<file path="src/rtl/eosr_defines.vh">
/*
 * Constants for the event and operation status register block:
 * bit positions, masks, reset values, query selects and error numbers.
 * Assumes inclusion by bare name from the block's design files.
 */
`ifndef EOSR_DEFINES_VH
`define EOSR_DEFINES_VH

// Event status bit positions
`define EOSR_EV_OPC        0
`define EOSR_EV_QUERY_ERR  2
`define EOSR_EV_DEV_ERR    3
`define EOSR_EV_EXEC_ERR   4
`define EOSR_EV_CMD_ERR    5
`define EOSR_EV_USER_REQ   6
`define EOSR_EV_POWER_ON   7

// Operation status bit positions
`define EOSR_OP_CAL        0
`define EOSR_OP_HARDCOPY   8
`define EOSR_OP_SCAN_AVAIL 9
`define EOSR_OP_SCAN_BREAK 10
`define EOSR_OP_THRESHOLD  12

// Implemented-bit masks; other bits of the event status and operation event registers read zero
`define EOSR_EV_MASK       8'hFD
`define EOSR_OP_MASK       16'h1701

// Reset values
`define EOSR_EV_RESET      8'h80
`define EOSR_ESE_RESET     8'h00
`define EOSR_OPEN_RESET    16'h0000

// Query selects
`define EOSR_Q_EVENT       3'h0
`define EOSR_Q_ESE         3'h1
`define EOSR_Q_OP_EVENT    3'h2
`define EOSR_Q_OP_COND     3'h3
`define EOSR_Q_OP_ENABLE   3'h4

// Error numbers, two's complement 16 bit
`define EOSR_ERR_CMD       16'hFF9C
`define EOSR_ERR_EXEC      16'hFF38
`define EOSR_ERR_DEV       16'hFED4
`define EOSR_ERR_DEV_LOW   16'hFE71

// Synchroniser depth for pin inputs
`define EOSR_SYNC_STAGES   3

`endif

</file>
<file path="src/rtl/eosr_pin_sync.v">
/*
 * Three-stage pin synchroniser with rising-edge pulse.
 * Assumes an asynchronous level input and the block clock sys_clk.
 */
`timescale 1ns/10ps
`include "eosr_defines.vh"

module eosr_pin_sync (
   // Clock and reset
   input  wire sys_clk,
   input  wire rst_n,
   // Pin side
   input  wire pin_in,
   // Synchronised side
   output reg  level,
   output reg  rise
);

   reg  [`EOSR_SYNC_STAGES-1:0] stage;

   ////////////////////////////////////////////////////////////////////////
   // Shift chain; first stage only feeds the second
   always @(posedge sys_clk) begin
      if (!rst_n) begin
         stage <= 3'h0;
      end else begin
         stage <= {stage[1:0], pin_in};
      end
   end

   // Level changes once stages two and three agree
   always @(posedge sys_clk) begin
      if (!rst_n) begin
         level <= 1'b0;
         rise  <= 1'b0;
      end else begin
         rise <= 1'b0;
         if (stage[1] == stage[2] && stage[2] != level) begin
            level <= stage[2];
            rise  <= stage[2];
         end
      end
   end

endmodule

</file>
<file path="src/rtl/eosr_status_regs.v">
/*
 * Event status register with enable mask, operation status register
 * with condition, event and enable parts, summary bits for the status
 * byte, error queue push port and scan-break pause control.
 * Assumes a command parser on sys_clk that issues one-cycle strobes,
 * and asynchronous operator pins for local key and threshold.
 */
`timescale 1ns/10ps
`include "eosr_defines.vh"

// Contract
// - Operation complete set after prior commands finish
// - Query protocol violation sets event bit 2
// - Device error sets bit 3, enqueues code unless a command or execution error comes in the same cycle
// - Execution error sets bit 4, enqueues code unless a command error comes in the same cycle
// - Command error sets bit 5, enqueues code
// - Local key press sets event bit 6
// - Power-up sets event bit 7
// - Enable mask written by enable-set command
// - Event query returns event status contents
// - Operation bit 0 follows calibration run
// - Operation bit 8 while hardcopy prints
// - Operation bit 9 on scan results ready
// - Operation bit 10 at range end, pause
// - Operation bit 15 always reads zero
// - Condition part live, event part latched
// - Event summary from masked event bits
// - Operation summary from masked event bits
module eosr_status_regs (
   // Clock and reset
   input  wire        sys_clk,
   input  wire        rst_n,
   // Command strobes from the parser
   input  wire        opc_cmd,
   input  wire        cmds_idle,
   input  wire        qry_strobe,
   input  wire [2:0]  qry_sel,
   input  wire        ese_write,
   input  wire        op_enable_write,
   input  wire [15:0] wr_data,
   input  wire        result_feed_always_cmd,
   input  wire        result_feed_off_cmd,
   input  wire        continue_measurement_cmd,
   // Error reports from the parser and executor
   input  wire        query_error,
   input  wire        dev_error,
   input  wire [15:0] dev_error_code,
   input  wire        exec_error,
   input  wire        cmd_error,
   // Instrument activity
   input  wire        calibration_running,
   input  wire        hardcopy_busy,
   input  wire        scan_block_ready,
   input  wire        scan_range_end,
   // Operator pins
   input  wire        local_key_pin,
   input  wire        threshold_pin,
   // Query answer
   output reg         resp_valid,
   output reg  [15:0] resp_data,
   // Error queue push
   output reg         err_push,
   output reg  [15:0] err_code,
   // Summaries and control
   output reg         event_summary,
   output reg         oper_summary,
   output reg         scan_paused,
   output reg         result_feed_on
);

   ////////////////////////////////////////////////////////////////////////
   // Declarations
   reg  [7:0]  event_status;
   reg  [7:0]  event_enable;
   reg  [15:0] op_event;
   reg  [15:0] op_enable;
   reg  [15:0] op_cond_q;
   reg         opc_pending;
   reg         scan_avail;
   reg  [7:0]  next_event_status;
   reg  [15:0] next_op_event;
   reg  [15:0] op_cond;
   wire        local_level;
   wire        local_rise;
   wire        thresh_level;
   wire        thresh_rise;
   wire        read_event;
   wire        read_op_event;

   ////////////////////////////////////////////////////////////////////////
   // Functions

   // Keeps a device error number inside its legal span
   function [15:0] dev_code_fix;
      input [15:0] code;
      begin
         if (!code[15] && code != 16'h0000) begin
            dev_code_fix = code;
         end else if ($signed(code) <= $signed(`EOSR_ERR_DEV) &&
                      $signed(code) >= $signed(`EOSR_ERR_DEV_LOW)) begin
            dev_code_fix = code;
         end else begin
            dev_code_fix = `EOSR_ERR_DEV;
         end
      end
   endfunction

   // Sets one bit of an 8-bit vector when a condition holds
   function [7:0] set_bit8;
      input [7:0] vec;
      input integer pos;
      input       cond;
      begin
         set_bit8 = vec;
         if (cond) begin
            set_bit8[pos] = 1'b1;
         end
      end
   endfunction

   ////////////////////////////////////////////////////////////////////////
   // Operator pin synchronisers
   eosr_pin_sync u_local_sync (
      .sys_clk (sys_clk),
      .rst_n   (rst_n),
      .pin_in  (local_key_pin),
      .level   (local_level),
      .rise    (local_rise)
   );

   eosr_pin_sync u_thresh_sync (
      .sys_clk (sys_clk),
      .rst_n   (rst_n),
      .pin_in  (threshold_pin),
      .level   (thresh_level),
      .rise    (thresh_rise)
   );

   // Destructive reads of the event parts
   assign read_event    = qry_strobe && (qry_sel == `EOSR_Q_EVENT);
   assign read_op_event = qry_strobe && (qry_sel == `EOSR_Q_OP_EVENT);

   ////////////////////////////////////////////////////////////////////////
   // Operation-complete wait for prior commands
   always @(posedge sys_clk) begin
      if (!rst_n) begin
         opc_pending <= 1'b0;
      end else if (opc_cmd && !cmds_idle) begin
         opc_pending <= 1'b1;
      end else if (cmds_idle) begin
         opc_pending <= 1'b0;
      end
   end

   // Event status next value; new events win over the read clear
   always @* begin
      next_event_status = read_event ? 8'h00 : event_status;
      next_event_status = set_bit8(next_event_status, `EOSR_EV_OPC,
                                   cmds_idle && (opc_pending || opc_cmd));
      next_event_status = set_bit8(next_event_status, `EOSR_EV_QUERY_ERR,
                                   query_error);
      next_event_status = set_bit8(next_event_status, `EOSR_EV_DEV_ERR,
                                   dev_error);
      next_event_status = set_bit8(next_event_status, `EOSR_EV_EXEC_ERR,
                                   exec_error);
      next_event_status = set_bit8(next_event_status, `EOSR_EV_CMD_ERR,
                                   cmd_error);
      next_event_status = set_bit8(next_event_status, `EOSR_EV_USER_REQ,
                                   local_rise);
      next_event_status = next_event_status & `EOSR_EV_MASK;
   end

   // Event status and enable registers
   always @(posedge sys_clk) begin
      if (!rst_n) begin
         event_status <= `EOSR_EV_RESET;
         event_enable <= `EOSR_ESE_RESET;
      end else begin
         event_status <= next_event_status;
         if (ese_write) begin
            event_enable <= wr_data[7:0];
         end
      end
   end

   ////////////////////////////////////////////////////////////////////////
   // Error queue push, command error first
   always @(posedge sys_clk) begin
      if (!rst_n) begin
         err_push <= 1'b0;
         err_code <= 16'h0000;
      end else begin
         err_push <= cmd_error || exec_error || dev_error;
         if (cmd_error) begin
            err_code <= `EOSR_ERR_CMD;
         end else if (exec_error) begin
            err_code <= `EOSR_ERR_EXEC;
         end else if (dev_error) begin
            err_code <= dev_code_fix(dev_error_code);
         end
      end
   end

   ////////////////////////////////////////////////////////////////////////
   // Result feed mode and scan-break pause
   always @(posedge sys_clk) begin
      if (!rst_n) begin
         result_feed_on <= 1'b0;
         scan_paused    <= 1'b0;
         scan_avail     <= 1'b0;
      end else begin
         if (result_feed_always_cmd) begin
            result_feed_on <= 1'b1;
         end else if (result_feed_off_cmd) begin
            result_feed_on <= 1'b0;
         end
         if (scan_range_end) begin
            scan_paused <= 1'b1;
         end else if (continue_measurement_cmd) begin
            scan_paused <= 1'b0;
         end
         scan_avail <= scan_block_ready && result_feed_on;
      end
   end

   // Live condition part of the operation register
   always @* begin
      op_cond                      = 16'h0000;
      op_cond[`EOSR_OP_CAL]        = calibration_running;
      op_cond[`EOSR_OP_HARDCOPY]   = hardcopy_busy;
      op_cond[`EOSR_OP_SCAN_AVAIL] = scan_avail;
      op_cond[`EOSR_OP_SCAN_BREAK] = scan_paused;
      op_cond[`EOSR_OP_THRESHOLD]  = thresh_level;
   end

   // Event part latches rising conditions; set wins over read clear
   always @* begin
      next_op_event = read_op_event ? 16'h0000 : op_event;
      next_op_event = next_op_event | (op_cond & ~op_cond_q);
      if (thresh_rise) begin
         next_op_event[`EOSR_OP_THRESHOLD] = 1'b1;
      end
      next_op_event = next_op_event & `EOSR_OP_MASK;
   end

   // Operation event, enable and condition history
   always @(posedge sys_clk) begin
      if (!rst_n) begin
         op_event  <= 16'h0000;
         op_enable <= `EOSR_OPEN_RESET;
         op_cond_q <= 16'h0000;
      end else begin
         op_event  <= next_op_event;
         op_cond_q <= op_cond;
         if (op_enable_write) begin
            op_enable <= wr_data & 16'h7FFF;
         end
      end
   end

   ////////////////////////////////////////////////////////////////////////
   // Summary bits toward the status byte
   always @(posedge sys_clk) begin
      if (!rst_n) begin
         event_summary <= 1'b0;
         oper_summary  <= 1'b0;
      end else begin
         event_summary <= |(event_status & event_enable);
         oper_summary  <= |(op_event & op_enable);
      end
   end

   ////////////////////////////////////////////////////////////////////////
   // Query answers, one cycle after the strobe
   always @(posedge sys_clk) begin
      if (!rst_n) begin
         resp_valid <= 1'b0;
         resp_data  <= 16'h0000;
      end else begin
         resp_valid <= qry_strobe;
         if (qry_strobe) begin
            case (qry_sel)
               `EOSR_Q_EVENT: begin
                  resp_data <= {8'h00, event_status};
               end
               `EOSR_Q_ESE: begin
                  resp_data <= {8'h00, event_enable};
               end
               `EOSR_Q_OP_EVENT: begin
                  resp_data <= op_event;
               end
               `EOSR_Q_OP_COND: begin
                  resp_data <= op_cond;
               end
               `EOSR_Q_OP_ENABLE: begin
                  resp_data <= op_enable;
               end
               default: begin
                  resp_data <= 16'h0000;
               end
            endcase
         end
      end
   end

endmodule

</file>
<file path="config.mk">
export PLATFORM = sky130hd
export DESIGN_NAME = eosr_status_regs
export DESIGN_NICKNAME = d
export VERILOG_FILES = /design/src/rtl/eosr_pin_sync.v /design/src/rtl/eosr_status_regs.v
export VERILOG_INCLUDE_DIRS = /design/src /design/src/rtl
export SDC_FILE = /design/constraint.sdc
export NUM_CORES = 1
export LEC_CHECK = 0
export BUFFER_PORTS_ARGS = -buffer_cell sky130_fd_sc_hd__buf_4
export CAP_MARGIN = 0
export CELL_PAD_IN_SITES_DETAIL_PLACEMENT = 1
export CELL_PAD_IN_SITES_GLOBAL_PLACEMENT = 2
export CORE_MARGIN = 5
export CORE_UTILIZATION = 31
export DETAILED_ROUTE_END_ITERATION = 8
export PLACE_DENSITY = 0.78
export SLEW_MARGIN = 15
export SYNTH_ARGS = -nofsm -noshare
export SYNTH_HDL_FRONTEND = slang
export SYNTH_SLANG_ARGS = --single-unit
</file>
<file path="constraint.sdc">
create_clock -name sys_clk -period 2.75 [get_ports sys_clk]
set_clock_uncertainty 0.05 [all_clocks]
set_input_delay 0.55 -clock sys_clk [delete_from_list [all_inputs] [get_ports sys_clk]]
set_output_delay 0.55 -clock sys_clk [all_outputs]
set_load 0.01 [all_outputs]
</file>
---- Yosys cells after proc, flatten, opt, wreduce, memory -nomap -nowiden ----
Index checks and enable logic that the tools add are counted.
storage, ports and cells
  register bits ........................... 91
  input bits .............................. 55
  output and inout bits ................... 38
  logic and storage cells ................. 100
cells by class
  magnitude comparators ................... 2
  equal/unequal tests ..................... 8
  multiplexer cells ....................... 21
  bitwise gates (word level) .............. 6
  reductions and logical operators ........ 33
operators by type and width
  cell                                                                                   number
  16-bit two-way mux                                                                     5
  15-bit case mux with 5 select lines                                                    1
  2-bit nonzero test                                                                     10
  16-bit by 10-bit greater-or-equal comparator with 1-bit output, second input constant  1
  16-bit by 10-bit <= comparator with 1-bit output, second input constant                1
  16-bit nonzero test                                                                    1
  16-bit OR reduction                                                                    1
  13-bit by 15-bit bitwise AND with 15-bit output                                        1
  13-bit bitwise AND                                                                     1
  1-bit two-way mux                                                                      13
  13-bit two-way mux                                                                     1
  13-bit NOT                                                                             1
  13-bit bitwise OR                                                                      1
  1-bit logical AND                                                                      9
  8-bit bitwise AND                                                                      1
  8-bit two-way mux                                                                      1
  8-bit OR reduction                                                                     1
  3-bit by 2-bit equality test with 1-bit output, second input constant                  2
  2-bit AND reduction                                                                    2
  3-bit by 1-bit equality test with 1-bit output, second input constant                  1
  3-bit equality test, second input constant                                             1
  3-bit logical NOT                                                                      1
  1-bit logical OR                                                                       3
  3-bit nonzero test                                                                     1
  6 further kinds                                                                        9

---- Longest topological paths before layout ----
Gate-level depths: netlist of run 1.
  depth after elaboration ................. 7
  gate-level depth with buffers ........... 6
  depth with buffers taken out ............ 4

---- Hierarchy ----
A second synthesis of run 1 with hierarchy kept.
unflattened totals
  cell total of the unflattened synthesis .. 359
  area, all modules ....................... 3477.1 um^2
modules (own cells, without submodules)
  module            times used  cells each  area an instance (um^2)  seq. area each (um^2)
  eosr_status_regs  1           335         3179.3                   1581.5
  eosr_pin_sync     2           12          148.9                    100.1

---- Least setup slack after synthesis of run 1 ----
No wires, ideal clock.
  path type ............................... input-to-reg
  start point ............................. input port dev_error_code[1]
  end point ............................... register err_code[0]
  library setup time ...................... 116 ps
  data arrival time ....................... 2004 ps
  data required time ...................... 2584 ps
  path slack .............................. 580 ps
  cell stages on the path ................. 4
  buffers on the path ..................... 0
  cells stage by stage .................... or4_4 -> o41ai_4 -> o31ai_2 -> a41o_1
between the ends
  longest elaborated chain between the ends .. 4
  elaborated cells on any way between the ends .. 7
  those cells by class .................... order compare (2); mux (2); reduce/logical (3)
RTL lines
  item                                                                                                                                RTL line                                       source
  from (decl)                                                                                                                         eosr_status_regs.v:47                          input wire [15:0] dev_error_code,
  16-bit by 10-bit <= comparator with 1-bit output or 16-bit by 10-bit greater-or-equal comparator with 1-bit output (tied branches)  eosr_status_regs.v:99, eosr_status_regs.v:100
  1-bit logical AND                                                                                                                   eosr_status_regs.v:99                          end else if ($signed(code) <= $signed(`EOSR_ERR_DEV) &&
  16-bit two-way mux                                                                                                                  eosr_status_regs.v:99
  16-bit two-way mux *                                                                                                                eosr_status_regs.v:97                          if (!code[15] && code != 16'h0000) begin
  to (signal assigned)                                                                                                                eosr_status_regs.v:195                         err_code <= `EOSR_ERR_CMD;
  to (signal assigned)                                                                                                                eosr_status_regs.v:197                         err_code <= `EOSR_ERR_EXEC;
  to (signal assigned)                                                                                                                eosr_status_regs.v:199                         err_code <= dev_code_fix(dev_error_code);
  to (decl)                                                                                                                           eosr_status_regs.v:63                          output reg [15:0] err_code,
Every way passes the cells marked *; elsewhere a longest branch is shown, timed or not.
A chain may end at the register's enable or synchronous reset.

---- Worst setup path in the final report of run 1 ----
  start point ............................. input port dev_error_code[7]
  end point ............................... register err_code[12]
between the ends
  longest elaborated chain between the ends .. 7
  elaborated cells on any way between the ends .. 10
  those cells by class .................... order compare (2); mux (5); reduce/logical (3)
RTL lines
  item                                                                                                                                RTL line                                       source
  16-bit by 10-bit <= comparator with 1-bit output or 16-bit by 10-bit greater-or-equal comparator with 1-bit output (tied branches)  eosr_status_regs.v:99, eosr_status_regs.v:100
  1-bit logical AND                                                                                                                   eosr_status_regs.v:99
  16-bit two-way mux                                                                                                                  eosr_status_regs.v:99
  16-bit two-way mux *                                                                                                                eosr_status_regs.v:97
  16-bit two-way mux *                                                                                                                eosr_status_regs.v:198                         end else if (dev_error) begin
  16-bit two-way mux *                                                                                                                eosr_status_regs.v:196                         end else if (exec_error) begin
  16-bit two-way mux *                                                                                                                eosr_status_regs.v:194                         if (cmd_error) begin
Every way passes the cells marked *; elsewhere a longest branch is shown, timed or not. The select of a mux whose other input is x is not followed.

==> results of run 1 <==
[per-stage QoR]
stage | util | cell area, sq um
2_1_floorplan | - | 3561
3_3_place_gp | 0.3864 | 4374
3_5_place_dp | 0.3864 | 4374
4_1_cts | 0.4164 | 4715
5_1_grt | 0.4164 | 4715
6_report | 0.4164 | 4715
[synthesized netlist by cell type, types with 4 or more instances]
library cell / instances / area share
dfxtp_1: 89 / 0.50
a22oi_1: 15 / 0.032
mux2i_1: 31 / 0.087
a21oi_1: 24 / 0.034
nand3_1: 4 / 0.0056
o21ai_0: 15 / 0.021
nor2_1: 54 / 0.057
clkbuf_1: 19 / 0.020
nand2_1: 15 / 0.016
and2_1: 15 / 0.026
a31oi_1: 7 / 0.012
o2bb2ai_1: 10 / 0.025
nor2b_1: 8 / 0.014
mux2_2: 5 / 0.016
inv_1: 13 / 0.014
[cells by family after synthesis]
| group | share of synthesized area |
|---|---|
| DFF | 0.5004 |
| and+or+nand+nor | 0.1592 |
| buffers and inverters | 0.04041 |
| other | 0.001053 |
| muxes | 0.1030 |
| AOI/OAI and AO/OA | 0.1961 |
[state kept, by name, summed over array words and instances (netlist names), 3 cells and up]
| name | flops |
|---|---|
| u_local_sync.stage | 3 |
| event_enable | 8 |
| op_enable | 15 |
| resp_data | 15 |
| op_event | 5 |
| err_code | 16 |
| u_thresh_sync.stage | 3 |
| op_cond_q | 5 |
| event_status | 7 |
[layer usage]
metal  vias up  share of wire  GRT usage
li1       1500              -          -
met1      1502           0.47     0.1924
met2        90           0.45     0.2394
met3         2          0.078    0.05656
met4         0         0.0036    0.03823
met5         -              0          0
[layout make-up]
type,instances,area (sq um)
Tap cell,143,178.9
Sequential cell,89,1782
Clock inverter,4,73.82
Clock buffer,12,266.5
Fill cell,1306,6606
Timing Repair Buffer,95,725.7
Inverter,14,52.55
Multi-Input combinational cell,249,1635
[worst max-delay path by stage]
stage | end | startpoint | depth (start not counted)
finish | err_code[12]$_SDFFE_PN0P_ | dev_error_code[7] | 5
global route | err_code[13]$_SDFFE_PN0P_ | dev_error | 5
CTS | err_code[0]$_SDFFE_PP0P_ | dev_error_code[1] | 5
detailed placement | err_code[0]$_SDFFE_PP0P_ | dev_error_code[1] | 5
global placement | err_code[1]$_SDFFE_PP0P_ | dev_error_code[1] | 5
floorplan | err_code[0]$_SDFFE_PP0P_ | dev_error_code[1] | 4
[layout by cell type (no fill, tap or decap), types with 3 or more instances in the layout]
cell	n
dfxtp_1	89
clkbuf_8	3
mux2_2	5
nand3_1	4
a31oi_1	7
nand2_1	15
clkbuf_16	9
or4_4	3
nor2_1	54
a22oi_1	15
inv_1	12
o21ai_0	15
a41o_1	3
nor2b_1	8
and3b_1	3
o21a_1	3
a21oi_1	24
o2bb2ai_1	10
and2_1	15
mux2i_1	31
buf_4	94
[where the power goes]
group	total (W)	switching, W	internal [W]
clock	0.00136	0.000486	0.000871
combinational	0.000333	0.000172	0.000161
sequential	0.00139	0.0000394	0.00135
[critical path: stages]
cell and delay (ns):
buf_4 0.14, and3_1 0.19, or4_4 0.51, o31ai_2 0.56, a31oi_1 0.17
==> impl_metrics.toml, run 1 <==
[status]
outcome = "completed"

[power_and_ir_drop]
leakage_nw = 2.049
ir_drop_v = 0.0003157
power.total_w = 0.003081
p_per_area_nw_per_um2 = 653.5

[cts]
clock-sinks = 89
clk_path_buf_depth = 2
root_buffer = "clkbuf_16"
clk_pin_slew_worst_paths_ns = 0.06
cts_resized = 0
cts_tree = "built"
clock_latency_ns = 0.32
h-tree-depth = 3
numCtsBuffers = 9
cts_hold_buf = 0
cts_setup_buffers = 0

[grt]
grt_pass1_wl_mm = 16.06
antenna_found_initial = 0
overflow = 0
grt_pass1_vias = 3256
grt_max_degree = 57
gr-usage-all-layers = 0.1502

[critical_path]
rrSetupSlack_ns = 1.55
cp-end-kind = "register"
required_ns = 2.89
crit_fanout = 8
r2r-start = "scan_paused$_SDFFE_PN0P_"
cp.arrival_ns = 2.12
rr_worst_depth = 4
r2r_end = "resp_data[10]$_SDFFE_PN0P_"
critPathLaunchType = "primary input"
crit_type = "in -> reg"

[placed_design]
dpl.hpwl_mm = 7.190
dp_slack_ns = 0.4148
dp_cells = 590
place_congestion = 0.8475
port_buffers = 90

[synthesis]
syn-num-nets = 430
ys_seq_area_frac = 0.5004
ys.flop_type = "dfxtp_1"
syn_inst = 375
synth_area_sq_um = 3561
synthArstFlopShare = 0
synth_cell_types = 48
ys_warn_count = 0
synth_seq_cells = 89
synth_edf_count = 0
avgSynthCellArea_sq_um = 9.496

[floorplanning]
io_pins = 93
initial_core_util = 0.3145
die_h_um = 117.2
core_sq_um = 11320
rows = 39
dieArea_sq_um = 13730
die_x_um = 117.2

[sta]
fin_tns_setup_ns = 0
layout_setup_ws_ns = 0.7636
setup_viol = 0
fmax_mhz = 503.4
timing_worst_slew_pin_value_ns = 0.6793
min_period_ns = 1.986
rsz0062_at_grt = "no"
hold_viol_final = 0
drv_slew = 0
final.period_utilization = 0.7223
slew_headroom = 0.5444
worst_hold_slack_ns = 0.3441

[detailed_routing]
drt_iter0_drc = 137
routed_wl_mm = 10.06
vias = 3094
wl_per_cell_um = 16.60
first_pass_iters = 5
drcViolationCount = 0
via_per_inst = 5.106
ant_nets = 0

[min_path]
worstHoldPathCells = 2
hp-class = "in -> reg"
min_to = "opc_pending$_SDFFE_PN0P_"
min_from = "cmds_idle"

[finish]
n_antenna_cell = 0
fin_cells = 606
area_delta_synth_final_pct = 32.40
drive_gt1_frac = 0.2635
nNetsFinal = 513

[run]
cap_violations = 0
Power figures use the tool's default switching activity.
==> inputs of run 2 (changes only) <==
--- a/config.mk
+++ b/config.mk
@@ -6,14 +6,15 @@
 export SDC_FILE = /design/constraint.sdc
 export NUM_CORES = 1
 export LEC_CHECK = 0
+export ABC_AREA = 1
 export BUFFER_PORTS_ARGS = -buffer_cell sky130_fd_sc_hd__buf_4
 export CAP_MARGIN = 0
 export CELL_PAD_IN_SITES_DETAIL_PLACEMENT = 1
 export CELL_PAD_IN_SITES_GLOBAL_PLACEMENT = 2
 export CORE_MARGIN = 5
-export CORE_UTILIZATION = 31
+export CORE_UTILIZATION = 29
 export DETAILED_ROUTE_END_ITERATION = 8
-export PLACE_DENSITY = 0.78
+export PLACE_DENSITY = 0.79
 export SLEW_MARGIN = 15
 export SYNTH_ARGS = -nofsm -noshare
 export SYNTH_HDL_FRONTEND = slang
==> constraint.sdc (replaced) <==
create_clock -name sys_clk -period 1.9 [get_ports sys_clk]
set_clock_uncertainty 0.05 [all_clocks]
set_input_delay 0.38 -clock sys_clk [delete_from_list [all_inputs] [get_ports sys_clk]]
set_output_delay 0.38 -clock sys_clk [all_outputs]
set_load 0.01 [all_outputs]
==> impl_metrics.toml, run 2 <==
[floorplanning]
core_sq_um = 12110
die_x_um = 121.4
initial_core_util = 0.2971
dieArea_sq_um = 14740
rows = 40
die_h_um = 121.4
io_pins = 93

[sta]
fmax_mhz = 724.5
min_period_ns = 1.380
final.period_utilization = 0.7265
rsz0062_at_grt = "no"
hold_viol_final = 0
worst_hold_slack_ns = 0.1581
setup_viol = 0
fin_tns_setup_ns = 0
drv_slew = 0

[finish]
stdcell_area_sq_um = 4812
utilization = 0.3973
drive_gt1_frac = 0.2366
nNetsFinal = 629
n_antenna_cell = 0
area_delta_synth_final_pct = 33.73
top_register = "err_code"
mostFrequentLayoutCell = "nand2_1"
n_fill_cell = 1506
mostFrequentLayoutCells = "107 x nand2_1, 101 x buf_4, 89 x dfxtp_1"
largest_reg_flops = 16
reg_top3 = "err_code: 16 flops, op_enable: 15 flops, resp_data: 15 flops"

[cts]
cts_resized = 0
clock_latency_ns = 0.34
clk_pin_slew_worst_paths_ns = 0.06
cts_hold_buf = 0
root_buffer = "clkbuf_16"
cts_setup_buffers = 0
clock-sinks = 89
cts_tree = "built"
clk_path_buf_depth = 2
h-tree-depth = 3
numCtsBuffers = 9

[placed_design]
port_buffers = 90
dpl.hpwl_mm = 7.885
place_congestion = 0.7801
place_area_sq_um = 4488

[critical_path]
r2r_end = "resp_data[0]$_SDFFE_PN0P_"
critPathLaunchType = "primary input"
cp.arrival_ns = 1.60
required_ns = 2.12
cp-end-kind = "register"
r2r-start = "event_status[0]$_SDFFE_PN0P_"
rrSetupSlack_ns = 0.88
crit_type = "in -> reg"
crit_fanout = 15
rr_worst_depth = 4
crit_start = "dev_error_code[1]"

[min_path]
min_to = "opc_pending$_SDFFE_PN0P_"
worstHoldPathCells = 2
hp-class = "in -> reg"
min_from = "cmds_idle"

[synthesis]
avgSynthCellArea_sq_um = 7.528
syn_inst = 478
yosys.area.top_type = "dfxtp_1"
synthArstFlopShare = 0
yosysMostFrequentCell = "nand2_1"
synth_common_cells = "107 x nand2_1, 89 x dfxtp_1, 64 x nor2_1, 51 x inv_1, 42 x o21ai_0"
synth_area_sq_um = 3598
yosysTopAreaCellShare = 0.4951
syn-num-nets = 533
synthTopCellsByArea = "dfxtp_1 50%, nand2_1 11%, nor2_1 6.7%"
synth_seq_cells = 89
ys.flop_type = "dfxtp_1"
ys_warn_count = 0
ys_seq_area_frac = 0.4951
synth_edf_count = 0
synth_cell_types = 36

[status]
outcome = "completed"

[power_and_ir_drop]
swShare = 0.2322
power.switching_w = 0.001033
ir_drop_v = 0.0003323
p_per_area_nw_per_um2 = 924.3
share_seq_of_total_power = 0.455
pwr-share-clk = 0.434
leakage_nw = 2.231
p_comb_frac = 0.110
p_int_w = 0.003415
power.total_w = 0.004448

[run]
cap_violations = 0

[detailed_routing]
wl_per_cell_um = 13.95
ant_nets = 0
drt_iter0_drc = 188
first_pass_iters = 4
routed_wl_mm = 10.42
vias = 3407
drcViolationCount = 0
via_per_inst = 4.561

[grt]
overflow = 0
antenna_found_initial = 0
gr-usage-all-layers = 0.1470
grt_max_degree = 58
grt_pass1_wl_mm = 17.31
grt_pass1_vias = 3503
-- run 2: cell types whose count changed after synthesis, sizes merged, moves of 8 or more --
cell     delta
a22oi      -15
o21ai      +27
nand2      +98
inv        +41
nor2       +11
mux2i      -31
nand3      +18
o211ai     +10
clkbuf      -9
and2       -15
o2bb2ai    -10
nor2b       -8
a21oi      +20
-- run 2: worst max-delay path: stages --
cell and delay (ns):
buf_4 0.12, nor2_1 0.23, nand2_1 0.10, nand3b_1 0.09, nand2_1 0.06, nand2_1 0.05
nand3_1 0.07, nand2_2 0.09, nand2_4 0.14, nand2_1 0.11, nand2_1 0.05, a21oi_1 0.11
-- run 2: worst max path at each step --
stage / slack [ns] / cells past startpoint / endpoint
floorplan: 0.50 / 8 / err_code[12]$_SDFFE_PN0P_
global placement: 0.20 / 12 / err_code[2]$_SDFFE_PN0P_
detailed placement: 0.14 / 12 / err_code[7]$_SDFFE_PN0P_
CTS: 0.49 / 12 / err_code[7]$_SDFFE_PN0P_
global route: 0.37 / 12 / err_code[2]$_SDFFE_PN0P_
finish: 0.52 / 12 / err_code[7]$_SDFFE_PN0P_
-- run 2: metal layers --
metal,vias up,track usage,part of all wire
met5,-,0,0
met2,70,0.2349,0.47
met4,0,0.05672,0.012
li1,1732,-,-
met1,1596,0.1905,0.47
met3,9,0.03636,0.050
-- run 2: logic make-up after synthesis --
family	count (synthesis)	share of synthesized area
AND/OR/NAND/NOR	210	0.2528
other	1	0.001042
AO/OA/AOI/OAI	104	0.1638
flip-flops	89	0.4951
buffers and inverters	74	0.08727
-- run 2: final cells by class --
type	count	area (sq um)	area share
clock buffer	14	264.0	0.05486
clock inverter	2	60.06	0.01248
timing repair buffer	102	778.2	0.1617
tap	168	210.2	0.04368
sequential	89	1782	0.3703
multi-input combinational	315	1503	0.3123
inverter	57	215.2	0.04472
-- run 2: stage by stage --
step | cells | worst slack (ns)
3_3_place_gp | 731 | 0.1996
4_1_cts | 747 | 0.4905
6_report | 747 | 0.5197
5_1_grt | 747 | 0.3669
2_1_floorplan | 478 | 0.4979
3_5_place_dp | 731 | 0.1425
-- run 2: power groups by stage --
| stage | Sequential [W] | Clock [W] | Combinational (W) |
|---|---|---|---|
| 6_report | 0.00203 | 0.00193 | 0.000491 |
| 3_3_place_gp | 0.00206 | 0 | 0.000487 |
| 3_5_place_dp | 0.00207 | 0 | 0.000499 |
| 4_1_cts | 0.00203 | 0.00198 | 0.000501 |
| 2_1_floorplan | 0.00207 | 0 | 0.000233 |
| 5_1_grt | 0.00204 | 0.00207 | 0.000554 |
